**src/mmdec_consts.svh**
```systemverilog
/*
 Memory map constants for the address decoder: region bounds, reset entries,
 debug window register words and interrupt vector numbers.
 Assumes inclusion by every decoder file; definitions only.
*/
`ifndef MMDEC_CONSTS_SVH
`define MMDEC_CONSTS_SVH

// Word address widths, vector number width and vector count
`define MMDEC_AW              24
`define MMDEC_JUMP_BITS       19
`define MMDEC_VEC_BITS        6
`define MMDEC_NUM_VEC         46
// Program space
`define MMDEC_FLASH_LAST      24'h001FFF
`define MMDEC_FLASH_FIRST_BIG 24'h000000
`define MMDEC_FLASH_FIRST_SML 24'h000800
`define MMDEC_WDOG_OFFSET     24'h000002
`define MMDEC_PRAM_BASE       24'h008000
// Unified RAM sizes in words
`define MMDEC_RAM_WORDS_BIG   24'h000800
`define MMDEC_RAM_WORDS_SML   24'h000400
// Data space
`define MMDEC_PERIPH_FIRST    24'h00F000
`define MMDEC_PERIPH_LAST     24'h00FFFF
`define MMDEC_DEBUG_FIRST     24'hFFFF00
`define MMDEC_DBG_STATUS      24'hFFFFFD
`define MMDEC_DBG_DATA_LO     24'hFFFFFE
`define MMDEC_DBG_DATA_HI     24'hFFFFFF
`define MMDEC_DBG_BKPT1_LO    24'hFFFF94
`define MMDEC_DBG_BKPT1_HI    24'hFFFF95
// Interrupt vectors and levels
`define MMDEC_VEC_FIRST_IRQ   6'h02
`define MMDEC_VEC_ADC_ZC      6'h2A
`define MMDEC_VEC_SOFT_LOW    6'h2D
`define MMDEC_LVL_NONE        3'h0
`define MMDEC_LVL_SOFT_LOW    3'h1
`define MMDEC_LVL_BIAS        3'h2

`endif

```
**src/mmdec_pkg.sv**
```systemverilog
/*
 Types shared by the memory map decoder and its interrupt priority picker.
 Assumes the constants header is included before use.
*/
`include "mmdec_consts.svh"

package mmdec_pkg;

   typedef logic [`MMDEC_AW-1:0]       mmdec_addr_t;
   typedef logic [`MMDEC_VEC_BITS-1:0] mmdec_vec_t;
   // Effective level biased by two: 0 none, 1 level -1, 2..5 levels 0..3
   typedef logic [2:0]                 mmdec_lvl_t;

   typedef enum logic [2:0] {
      MMDEC_TGT_NONE,
      MMDEC_TGT_FLASH,
      MMDEC_TGT_RAM,
      MMDEC_TGT_PERIPH,
      MMDEC_TGT_DEBUG
   } mmdec_target_t;

endpackage : mmdec_pkg

```
**src/mmdec_top.sv**
```systemverilog
/*
 Memory map decoder for a Harvard core: program and data address decode,
 unified RAM in both spaces, peripheral and debug windows, vector fetch
 addresses and interrupt selection.
 Assumes core buses, variant strap and interrupt inputs are on clk_sys.
*/
//
// Behaviour
// - Vector n entry sits at vector base plus twice n words.
// - Vector jump targets are cut to nineteen address bits.
// - At reset vector base, vectors zero and one hit boot and watchdog entries.
// - RAM seen from data word zero and program word 0x8000, same storage.
// - All program and data addresses are twenty-four-bit word addresses.
// - Large variant flash 0x0000-0x1FFF, boot 0x0000, watchdog 0x0002.
// - Small variant flash 0x0800-0x1FFF, boot 0x0800, watchdog 0x0802, below reserved.
// - Data 0xF000-0xFFFF is peripherals; top 256 words are the debug window.
// - Vector 45 low software interrupt has fixed level minus one.
// - Converter zero-crossing or limit error uses vector 42, levels 0 to 2.
// - Debug status at 0xFFFFFD, transmit/receive data in the two words above.
// - First breakpoint address register, 24 bits, at 0xFFFF94 and 0xFFFF95.
// - Highest level first; lowest vector number wins within a level.
`include "mmdec_consts.svh"

module mmdec_top
   import mmdec_pkg::*;
(
   input  wire logic                             clk_sys,
   input  wire logic                             reset,
   input  wire logic                             clk_en,
   input  wire logic                             variant_small,
   input  wire logic                             vector_base_wr,
   input  wire mmdec_addr_t                      vector_base_wdata,
   input  wire logic                             prog_req,
   input  wire mmdec_addr_t                      prog_addr,
   input  wire logic                             data_req,
   input  wire mmdec_addr_t                      data_addr,
   input  wire logic                             data_byte,
   input  wire logic                             vec_req,
   input  wire mmdec_vec_t                       vec_num,
   input  wire logic [`MMDEC_NUM_VEC-1:0]        irq_pend,
   input  wire logic [2*`MMDEC_NUM_VEC-1:0]      irq_level,
   output mmdec_addr_t                           vector_base,
   output mmdec_addr_t                           boot_addr,
   output mmdec_addr_t                           wdog_addr,
   output logic                                  prog_valid,
   output mmdec_target_t                         prog_target,
   output mmdec_addr_t                           prog_index,
   output logic                                  data_valid,
   output mmdec_target_t                         data_target,
   output mmdec_addr_t                           data_index,
   output logic                                  dbg_sel_status,
   output logic                                  dbg_sel_data_lo,
   output logic                                  dbg_sel_data_hi,
   output logic                                  dbg_sel_bkpt1_lo,
   output logic                                  dbg_sel_bkpt1_hi,
   output logic                                  vec_valid,
   output logic [`MMDEC_JUMP_BITS-1:0]           vec_addr,
   output logic                                  vec_is_boot,
   output logic                                  vec_is_wdog,
   output logic                                  irq_valid,
   output mmdec_vec_t                            irq_vec,
   output mmdec_lvl_t                            irq_lvl,
   output logic                                  irq_adc_zc
);

   // Registered state
   mmdec_addr_t                      vbase_q;
   mmdec_addr_t                      boot_q;
   mmdec_addr_t                      wdog_q;
   logic                             pvalid_q;
   mmdec_target_t                    ptgt_q;
   mmdec_addr_t                      pidx_q;
   logic                             dvalid_q;
   mmdec_target_t                    dtgt_q;
   mmdec_addr_t                      didx_q;
   logic [4:0]                       dbg_q;
   logic                             vvalid_q;
   logic [`MMDEC_JUMP_BITS-1:0]      vaddr_q;
   logic                             vboot_q;
   logic                             vwdog_q;
   logic                             ivalid_q;
   mmdec_vec_t                       ivec_q;
   mmdec_lvl_t                       ilvl_q;
   logic                             iadc_q;

   // In-range test used by both address spaces
   function automatic logic in_range(input mmdec_addr_t a, input mmdec_addr_t lo, input mmdec_addr_t hi);
      return (a >= lo) && (a <= hi);
   endfunction : in_range

   // Variant dependent map
   mmdec_addr_t flash_first;
   mmdec_addr_t ram_words;
   mmdec_addr_t ram_last;
   mmdec_addr_t pram_last;
   mmdec_addr_t wdog_entry;

   assign flash_first = variant_small ? `MMDEC_FLASH_FIRST_SML : `MMDEC_FLASH_FIRST_BIG;
   assign wdog_entry  = flash_first + `MMDEC_WDOG_OFFSET;
   assign ram_words   = variant_small ? `MMDEC_RAM_WORDS_SML : `MMDEC_RAM_WORDS_BIG;
   assign ram_last    = ram_words - 24'h000001;
   assign pram_last   = `MMDEC_PRAM_BASE + ram_last;

   // Program space decode; addresses count words, never bytes
   logic        p_flash;
   logic        p_ram;
   mmdec_target_t p_tgt_d;
   mmdec_addr_t p_idx_d;

   assign p_flash = in_range(prog_addr, flash_first, `MMDEC_FLASH_LAST);
   assign p_ram   = in_range(prog_addr, `MMDEC_PRAM_BASE, pram_last);
   // Anything else, including words below small-variant flash, selects nothing
   assign p_tgt_d = p_flash ? MMDEC_TGT_FLASH :
                    p_ram   ? MMDEC_TGT_RAM   : MMDEC_TGT_NONE;
   assign p_idx_d = p_flash ? prog_addr - flash_first :
                    p_ram   ? prog_addr - `MMDEC_PRAM_BASE : '0;

   // Data space decode
   logic        d_ram;
   logic        d_periph;
   logic        d_debug;
   mmdec_target_t d_tgt_d;
   mmdec_addr_t d_idx_d;
   logic [4:0]  d_dbg_d;

   assign d_ram    = in_range(data_addr, 24'h000000, ram_last);
   // Byte access to a peripheral is not decoded so no register is half written
   assign d_periph = in_range(data_addr, `MMDEC_PERIPH_FIRST, `MMDEC_PERIPH_LAST) && !data_byte;
   assign d_debug  = data_addr >= `MMDEC_DEBUG_FIRST;
   assign d_tgt_d  = d_ram    ? MMDEC_TGT_RAM    :
                     d_periph ? MMDEC_TGT_PERIPH :
                     d_debug  ? MMDEC_TGT_DEBUG  : MMDEC_TGT_NONE;
   assign d_idx_d  = d_ram    ? data_addr :
                     d_periph ? data_addr - `MMDEC_PERIPH_FIRST :
                     d_debug  ? data_addr - `MMDEC_DEBUG_FIRST : '0;
   // Debug register strobes: status, data low/high, breakpoint one low/high
   logic        d_status;
   logic        d_data_lo;
   logic        d_data_hi;
   logic        d_bkpt1_lo;
   logic        d_bkpt1_hi;

   assign d_status   = data_addr == `MMDEC_DBG_STATUS;
   assign d_data_lo  = data_addr == `MMDEC_DBG_DATA_LO;
   assign d_data_hi  = data_addr == `MMDEC_DBG_DATA_HI;
   assign d_bkpt1_lo = data_addr == `MMDEC_DBG_BKPT1_LO;
   assign d_bkpt1_hi = data_addr == `MMDEC_DBG_BKPT1_HI;

   // Packed low to high in the order of the select outputs
   assign d_dbg_d    = {d_bkpt1_hi, d_bkpt1_lo, d_data_hi, d_data_lo, d_status};

   // Vector fetch address
   mmdec_addr_t vec_full;
   logic [`MMDEC_JUMP_BITS-1:0] vec_cut;
   mmdec_addr_t vec_off;

   assign vec_off  = {{(`MMDEC_AW-`MMDEC_VEC_BITS-1){1'b0}}, vec_num, 1'b0};
   assign vec_full = vbase_q + vec_off;
   assign vec_cut  = vec_full[`MMDEC_JUMP_BITS-1:0];

   // Interrupt selection
   logic        pick_valid;
   mmdec_vec_t  pick_vec;
   mmdec_lvl_t  pick_lvl;

   mmdec_irq_pick mmdec_irq_pick_inst (
      .irq_pend   (irq_pend),
      .irq_level  (irq_level),
      .pick_valid (pick_valid),
      .pick_vec   (pick_vec),
      .pick_lvl   (pick_lvl)
   );

   // Vector base resets onto the boot entry so vectors zero and one overlay it
   // A write lands on its edge; fetches sampled from the next edge use the new base
   always_ff @(posedge clk_sys) begin
      if (reset) begin
         vbase_q <= flash_first;
      end else if (clk_en && vector_base_wr) begin
         vbase_q <= vector_base_wdata;
      end
   end

   // Boot and watchdog entries follow the variant strap
   always_ff @(posedge clk_sys) begin
      if (reset) begin
         boot_q <= flash_first;
         wdog_q <= wdog_entry;
      end else if (clk_en) begin
         boot_q <= flash_first;
         wdog_q <= wdog_entry;
      end
   end

   // Program bus result
   always_ff @(posedge clk_sys) begin
      if (reset) begin
         pvalid_q <= 1'b0;
         ptgt_q   <= MMDEC_TGT_NONE;
         pidx_q   <= '0;
      end else if (clk_en) begin
         pvalid_q <= prog_req;
         ptgt_q   <= prog_req ? p_tgt_d : MMDEC_TGT_NONE;
         pidx_q   <= p_idx_d;
      end
   end

   // Data bus result
   always_ff @(posedge clk_sys) begin
      if (reset) begin
         dvalid_q <= 1'b0;
         dtgt_q   <= MMDEC_TGT_NONE;
         didx_q   <= '0;
      end else if (clk_en) begin
         dvalid_q <= data_req;
         dtgt_q   <= data_req ? d_tgt_d : MMDEC_TGT_NONE;
         // Index follows the address even on an idle cycle
         didx_q   <= d_idx_d;
      end
   end

   // Debug register selects, raised only for a requested data access
   always_ff @(posedge clk_sys) begin
      if (reset) begin
         dbg_q <= '0;
      end else if (clk_en) begin
         dbg_q <= data_req ? d_dbg_d : 5'h00;
      end
   end

   // Vector fetch result
   always_ff @(posedge clk_sys) begin
      if (reset) begin
         vvalid_q <= 1'b0;
         vaddr_q  <= '0;
      end else if (clk_en) begin
         vvalid_q <= vec_req;
         // Only the low nineteen bits reach the jump target
         vaddr_q  <= vec_cut;
      end
   end

   // Overlay flags compare the full sum, so a cut address cannot alias an entry
   always_ff @(posedge clk_sys) begin
      if (reset) begin
         vboot_q <= 1'b0;
         vwdog_q <= 1'b0;
      end else if (clk_en) begin
         vboot_q <= vec_req && (vec_full == boot_q);
         vwdog_q <= vec_req && (vec_full == wdog_q);
      end
   end

   // Interrupt selection result
   always_ff @(posedge clk_sys) begin
      if (reset) begin
         ivalid_q <= 1'b0;
         ivec_q   <= '0;
         ilvl_q   <= `MMDEC_LVL_NONE;
      end else if (clk_en) begin
         ivalid_q <= pick_valid;
         ivec_q   <= pick_vec;
         // Levels are biased by two; zero means nothing pending
         ilvl_q   <= pick_lvl;
      end
   end

   // Converter zero-crossing flag follows the winner
   always_ff @(posedge clk_sys) begin
      if (reset) begin
         iadc_q <= 1'b0;
      end else if (clk_en) begin
         iadc_q <= pick_valid && (pick_vec == `MMDEC_VEC_ADC_ZC);
      end
   end

   assign vector_base      = vbase_q;
   assign boot_addr        = boot_q;
   assign wdog_addr        = wdog_q;
   assign prog_valid       = pvalid_q;
   assign prog_target      = ptgt_q;
   assign prog_index       = pidx_q;
   assign data_valid       = dvalid_q;
   assign data_target      = dtgt_q;
   assign data_index       = didx_q;
   assign dbg_sel_status   = dbg_q[0];
   assign dbg_sel_data_lo  = dbg_q[1];
   assign dbg_sel_data_hi  = dbg_q[2];
   assign dbg_sel_bkpt1_lo = dbg_q[3];
   assign dbg_sel_bkpt1_hi = dbg_q[4];
   assign vec_valid        = vvalid_q;
   assign vec_addr         = vaddr_q;
   assign vec_is_boot      = vboot_q;
   assign vec_is_wdog      = vwdog_q;
   assign irq_valid        = ivalid_q;
   assign irq_vec          = ivec_q;
   assign irq_lvl          = ilvl_q;
   assign irq_adc_zc       = iadc_q;

endmodule : mmdec_top

```
**src/mmdec_irq_pick.sv**
```systemverilog
/*
 Interrupt priority picker: maps each vector to its effective level and picks
 the highest level, lowest vector number among pending requests.
 Assumes pending and programmed levels are driven from the same clock domain.
*/
`include "mmdec_consts.svh"

module mmdec_irq_pick
   import mmdec_pkg::*;
(
   input  wire logic [`MMDEC_NUM_VEC-1:0]   irq_pend,
   input  wire logic [2*`MMDEC_NUM_VEC-1:0] irq_level,
   output logic                             pick_valid,
   output mmdec_vec_t                       pick_vec,
   output mmdec_lvl_t                       pick_lvl
);

   // Fixed, limited and reserved levels per vector
   function automatic mmdec_lvl_t eff_level(input int n, input logic [1:0] prog);
      mmdec_lvl_t l;
      l = mmdec_lvl_t'(prog) + `MMDEC_LVL_BIAS;
      if (n < 2 || n == 14 || n == 15 || n == 21 || n == 33 || n == 34)
         l = `MMDEC_LVL_NONE;
      else if (n <= 5)
         l = 3'h5;
      else if (n <= 10) begin
         if (prog == 2'h0)
            l = 3'h3;
      end else if (n == 11)
         l = 3'h4;
      else if (n == 12)
         l = 3'h3;
      else if (n == 13)
         l = 3'h2;
      else if (n == int'(`MMDEC_VEC_SOFT_LOW))
         l = `MMDEC_LVL_SOFT_LOW;
      else if (prog == 2'h3)
         l = 3'h4;
      return l;
   endfunction : eff_level

   always_comb begin
      mmdec_lvl_t lv;
      lv         = `MMDEC_LVL_NONE;
      pick_valid = 1'b0;
      pick_vec   = '0;
      pick_lvl   = `MMDEC_LVL_NONE;
      for (int n = 0; n < `MMDEC_NUM_VEC; n++) begin
         lv = eff_level(n, irq_level[2*n +: 2]);
         // Strictly greater keeps the lowest vector on a tie
         if (irq_pend[n] && lv > pick_lvl) begin
            pick_valid = 1'b1;
            pick_vec   = mmdec_vec_t'(n);
            pick_lvl   = lv;
         end
      end
   end

endmodule : mmdec_irq_pick

```
**config.mk**
```make
export PLATFORM = sky130hd
export DESIGN_NAME = mmdec_top
export DESIGN_NICKNAME = d
export VERILOG_FILES = /design/src/mmdec_pkg.sv /design/src/mmdec_top.sv /design/src/mmdec_irq_pick.sv
export VERILOG_INCLUDE_DIRS = /design/src /design/src/src
export SDC_FILE = /design/constraint.sdc
export NUM_CORES = 1
export LEC_CHECK = 0
export BUFFER_PORTS_ARGS = -buffer_cell sky130_fd_sc_hd__buf_4
export CAP_MARGIN = 20
export CORE_MARGIN = 4
export CORE_UTILIZATION = 30
export DETAILED_ROUTE_END_ITERATION = 7
export SLEW_MARGIN = 15
export SYNTH_ARGS = -nofsm -noshare
export SYNTH_HDL_FRONTEND = slang
export SYNTH_HIERARCHICAL = 1
export SYNTH_SLANG_ARGS = --single-unit
```
**constraint.sdc**
```tcl
create_clock -name clk_sys -period 102.8 [get_ports clk_sys]
set_input_delay 5.14 -clock clk_sys [delete_from_list [all_inputs] [get_ports clk_sys]]
set_output_delay 5.14 -clock clk_sys [all_outputs]
set_load 0.1 [all_outputs]
```
==> flow_summary.toml <==
[yosys]
synth-seq-cells = 118
yosysWarnings = 6
synth.avg_cell_area_um2 = 7.936
postSynth.asyncResetShare_pct = 0
ys_types = 119
synth_flop_cell = "dfxtp_1"
synthCells = 1379
yosysSeqAreaShare_pct = 23.87
synthesis.area_mm2 = 0.01094
synth_enable_flop_cells = 25

[min_path]
hold_depth = 2
hold_end = "data_index[11]$_SDFFE_PP0P_"
hold_start = "data_index[11]$_SDFFE_PP0P_"
worstHoldPathType = "register to register"

[grt]
track_usage_pct = 16.56
grt_max_degree = 55
grt-ovfl-total = 0
antenna_found_initial = 0
grt_pass1_vias = 10270
grt_pass1_wl_mm = 53.69

[route]
finalWirelength_mm = 35.18
wl_per_cell_um = 16.59
avgViaCountPerCell = 5.112
ant_nets = 0
drc = 0
num_vias = 10842
drtIter0Drc = 442
drt-pass1-iter-count = 7

[finish]
areaGrowthSynthToFinish_pct = 28.00
drive_gt1_share_pct = 24.64
nets = 1949
num_antenna_cells = 0

[cts]
cts_htree_levels = 4
cts_setup_buffers = 0
cts-resized-gates = 0
worstSkewPairLatency_ns = 0.42
clockBufferDepth = 2
numCtsBuffers = 17
cts-root-buf = "clkbuf_16"
clock-sinks = 118
cts_tree = "done"
clkSlewWorstSetupHoldPaths_ns = 0.06
cts_hold_buf = 0

[placed_design]
dp_slack_ns = 53.80
gp_congestion = 0.8980
io_buffers = 306
place_hpwl_mm = 28.97

[timing]
fmax_mhz = 20.45
fin_ws_ns = 53.89
slew_violations = 0
timing.slew.headroom_pct = 39.40
skew_ns = 0.005351
finalHoldViolCount = 0
tightestPinTransition_ns = 0.9090
finalCritPeriodShare_pct = 47.58
rsz0062_at_grt = "no"
fin_setup_tns_ns = 0
period_needed_ns = 48.91
finalSetupViolCount = 0

[setup_path]
crit_family = "compound AO/OA/AOI/OAI gates"
worstReg2RegEnd = "vec_is_boot$_SDFFE_PP0P_"
crit_path_end_kind = "register"
cp.arrival_ns = 49.20
rrSetupSlack_ns = 99.56
path_depth = 218
cpPeakStageDelay_ns = 0.54
worstSetupPathType = "input pin to register"
critPathLaunch = "irq_pend[2]"
slowest_stage = "or4_1"
crit_fanout = 13
cp_num_buf_inv = 14
rr_worst_depth = 10
crit_top_cell = "ha_1"
start_kind = "input pin"
worstReg2RegStart = "vector_base[1]$_SDFFCE_PP0P_"
required_ns = 103.09

[floorplan]
die_w_um = 199
io_pins = 391
die_height_um = 199
rows = 69
die_area_mm2 = 0.03960
initial_core_util_pct = 30.62
core_mm2 = 0.03574

[outcome]
status = "complete, no violations"

[run]
max_cap_violations = 0
## worst min-delay path, delay by kind of cell (launching register included)
kind	cells	cell delay, ns
DFF	1	0.31
and+or+nand+nor	2	0.09
## logic make-up after synthesis
kind of cell,after synthesis,synth area share (%)
muxes,46,4.379
other,2,0.06862
and+or+nand+nor,525,24.75
adders and majority gates,81,9.237
buffers and inverters,190,8.609
xor gates and xnor gates,33,2.767
AOI/OAI and AO/OA,384,26.32
DFF,118,23.87
## per-stage QoR
stage          cell area (µm²)  util, %  hold slack [ns]  std cells
3_3_place_gp             13390    37.47           0.4286       2089
5_1_grt                  14010    39.19           0.4751       2121
3_5_place_dp             13390    37.47           0.4297       2089
4_1_cts                  14010    39.19           0.4377       2121
6_report                 14010    39.19           0.4354       2121
2_1_floorplan            11110        -           0.4991       1424
## registers in the layout, summed over array words and instances, names as in the netlist
signal	count
data_index	24
data_target	3
vec_addr	19
wdog_addr	1
vec_is_boot	1
prog_target	2
irq_vec	6
vec_valid	1
irq_valid	1
vector_base	24
vec_is_wdog	1
data_valid	1
dbg_q	5
prog_index	24
irq_adc_zc	1
prog_valid	1
irq_lvl	3
## cell type report
type                            count  area [µm²]
Clock buffer                       21       470.5
Clock inverter                     11       145.1
Fill cell                        3701       21730
Inverter                           84       315.3
Multi-Input combinational cell   1116        7561
Sequential cell                   118        2613
Tap cell                          461       576.8
Timing Repair Buffer              310        2327
## cell usage after synthesis, types with 5 or more instances
library cell  count  area share, %
or2_2             8           0.46
a22oi_1           5           0.34
xnor2_1          21            1.7
ha_1             76            8.7
mux2_2            7           0.72
dfxtp_1          93             17
nor2_1          120            4.1
inv_1            82            2.8
mux2i_1          37            3.4
o21ai_0          61            2.8
o22ai_1           6           0.34
a21oi_1          69            3.2
and2_1           20            1.1
a31oi_1          18            1.0
nor4_1            7           0.40
buf_4            54            3.7
o31ai_1           8           0.55
xor2_1           11           0.88
nand3_1          47            2.1
nand4_1           9           0.51
a22o_1           22            1.8
nand3b_1          9           0.62
a2bb2oi_1         6           0.48
nor2b_1          51            2.9
nor3b_1           7           0.48
o21ai_1          10           0.46
nand2_1         123            4.2
or3_1             8           0.46
a21boi_0          7           0.48
o21a_1           14           0.96
o211ai_1         15            1.0
o2111ai_1         5           0.40
and3_1           21            1.2
a21o_1           21            1.4
nor3_1           35            1.6
a32o_1            5           0.46
o31a_1            5           0.40
a211oi_1         20            1.4
edfxtp_1         25            6.9
nand2b_1         30            1.7
clkbuf_1         42            1.4
o211a_1           7           0.64
## how the worst max path moves through the flow
| stage | endpoint | slack [ns] |
|---|---|---|
| after floorplan | irq_adc_zc$_SDFFE_PP0P_ | 59.41 |
| after global placement | irq_adc_zc$_SDFFE_PP0P_ | 54.18 |
| after detailed placement | irq_adc_zc$_SDFFE_PP0P_ | 53.80 |
| after CTS | irq_adc_zc$_SDFFE_PP0P_ | 54.07 |
| after global routing | irq_adc_zc$_SDFFE_PP0P_ | 49.79 |
| final | irq_adc_zc$_SDFFE_PP0P_ | 53.89 |
## cell usage in the layout, fill, tap and decap left out, types with 35 or more instances in the layout
master   count
nand2_1    123
dfxtp_1     93
ha_1        76
nor2_1     119
nand3_1     47
nor2b_1     51
conb_1      47
mux2i_1     37
inv_1       82
o21ai_0     61
buf_4      310
nor3_1      35
a21oi_1     69
## layer usage
metal	GRT usage, %	share of wire [%]	up-vias
met1	22.77	46	5061
met2	27.47	48	271
met4	3.850	1.7	0
li1	-	-	5471
met5	0	0	-
met3	2.507	4.9	39
Power is not shown: default switching activity piles up to over one toggle a cycle in this logic, so the estimate is an artifact.
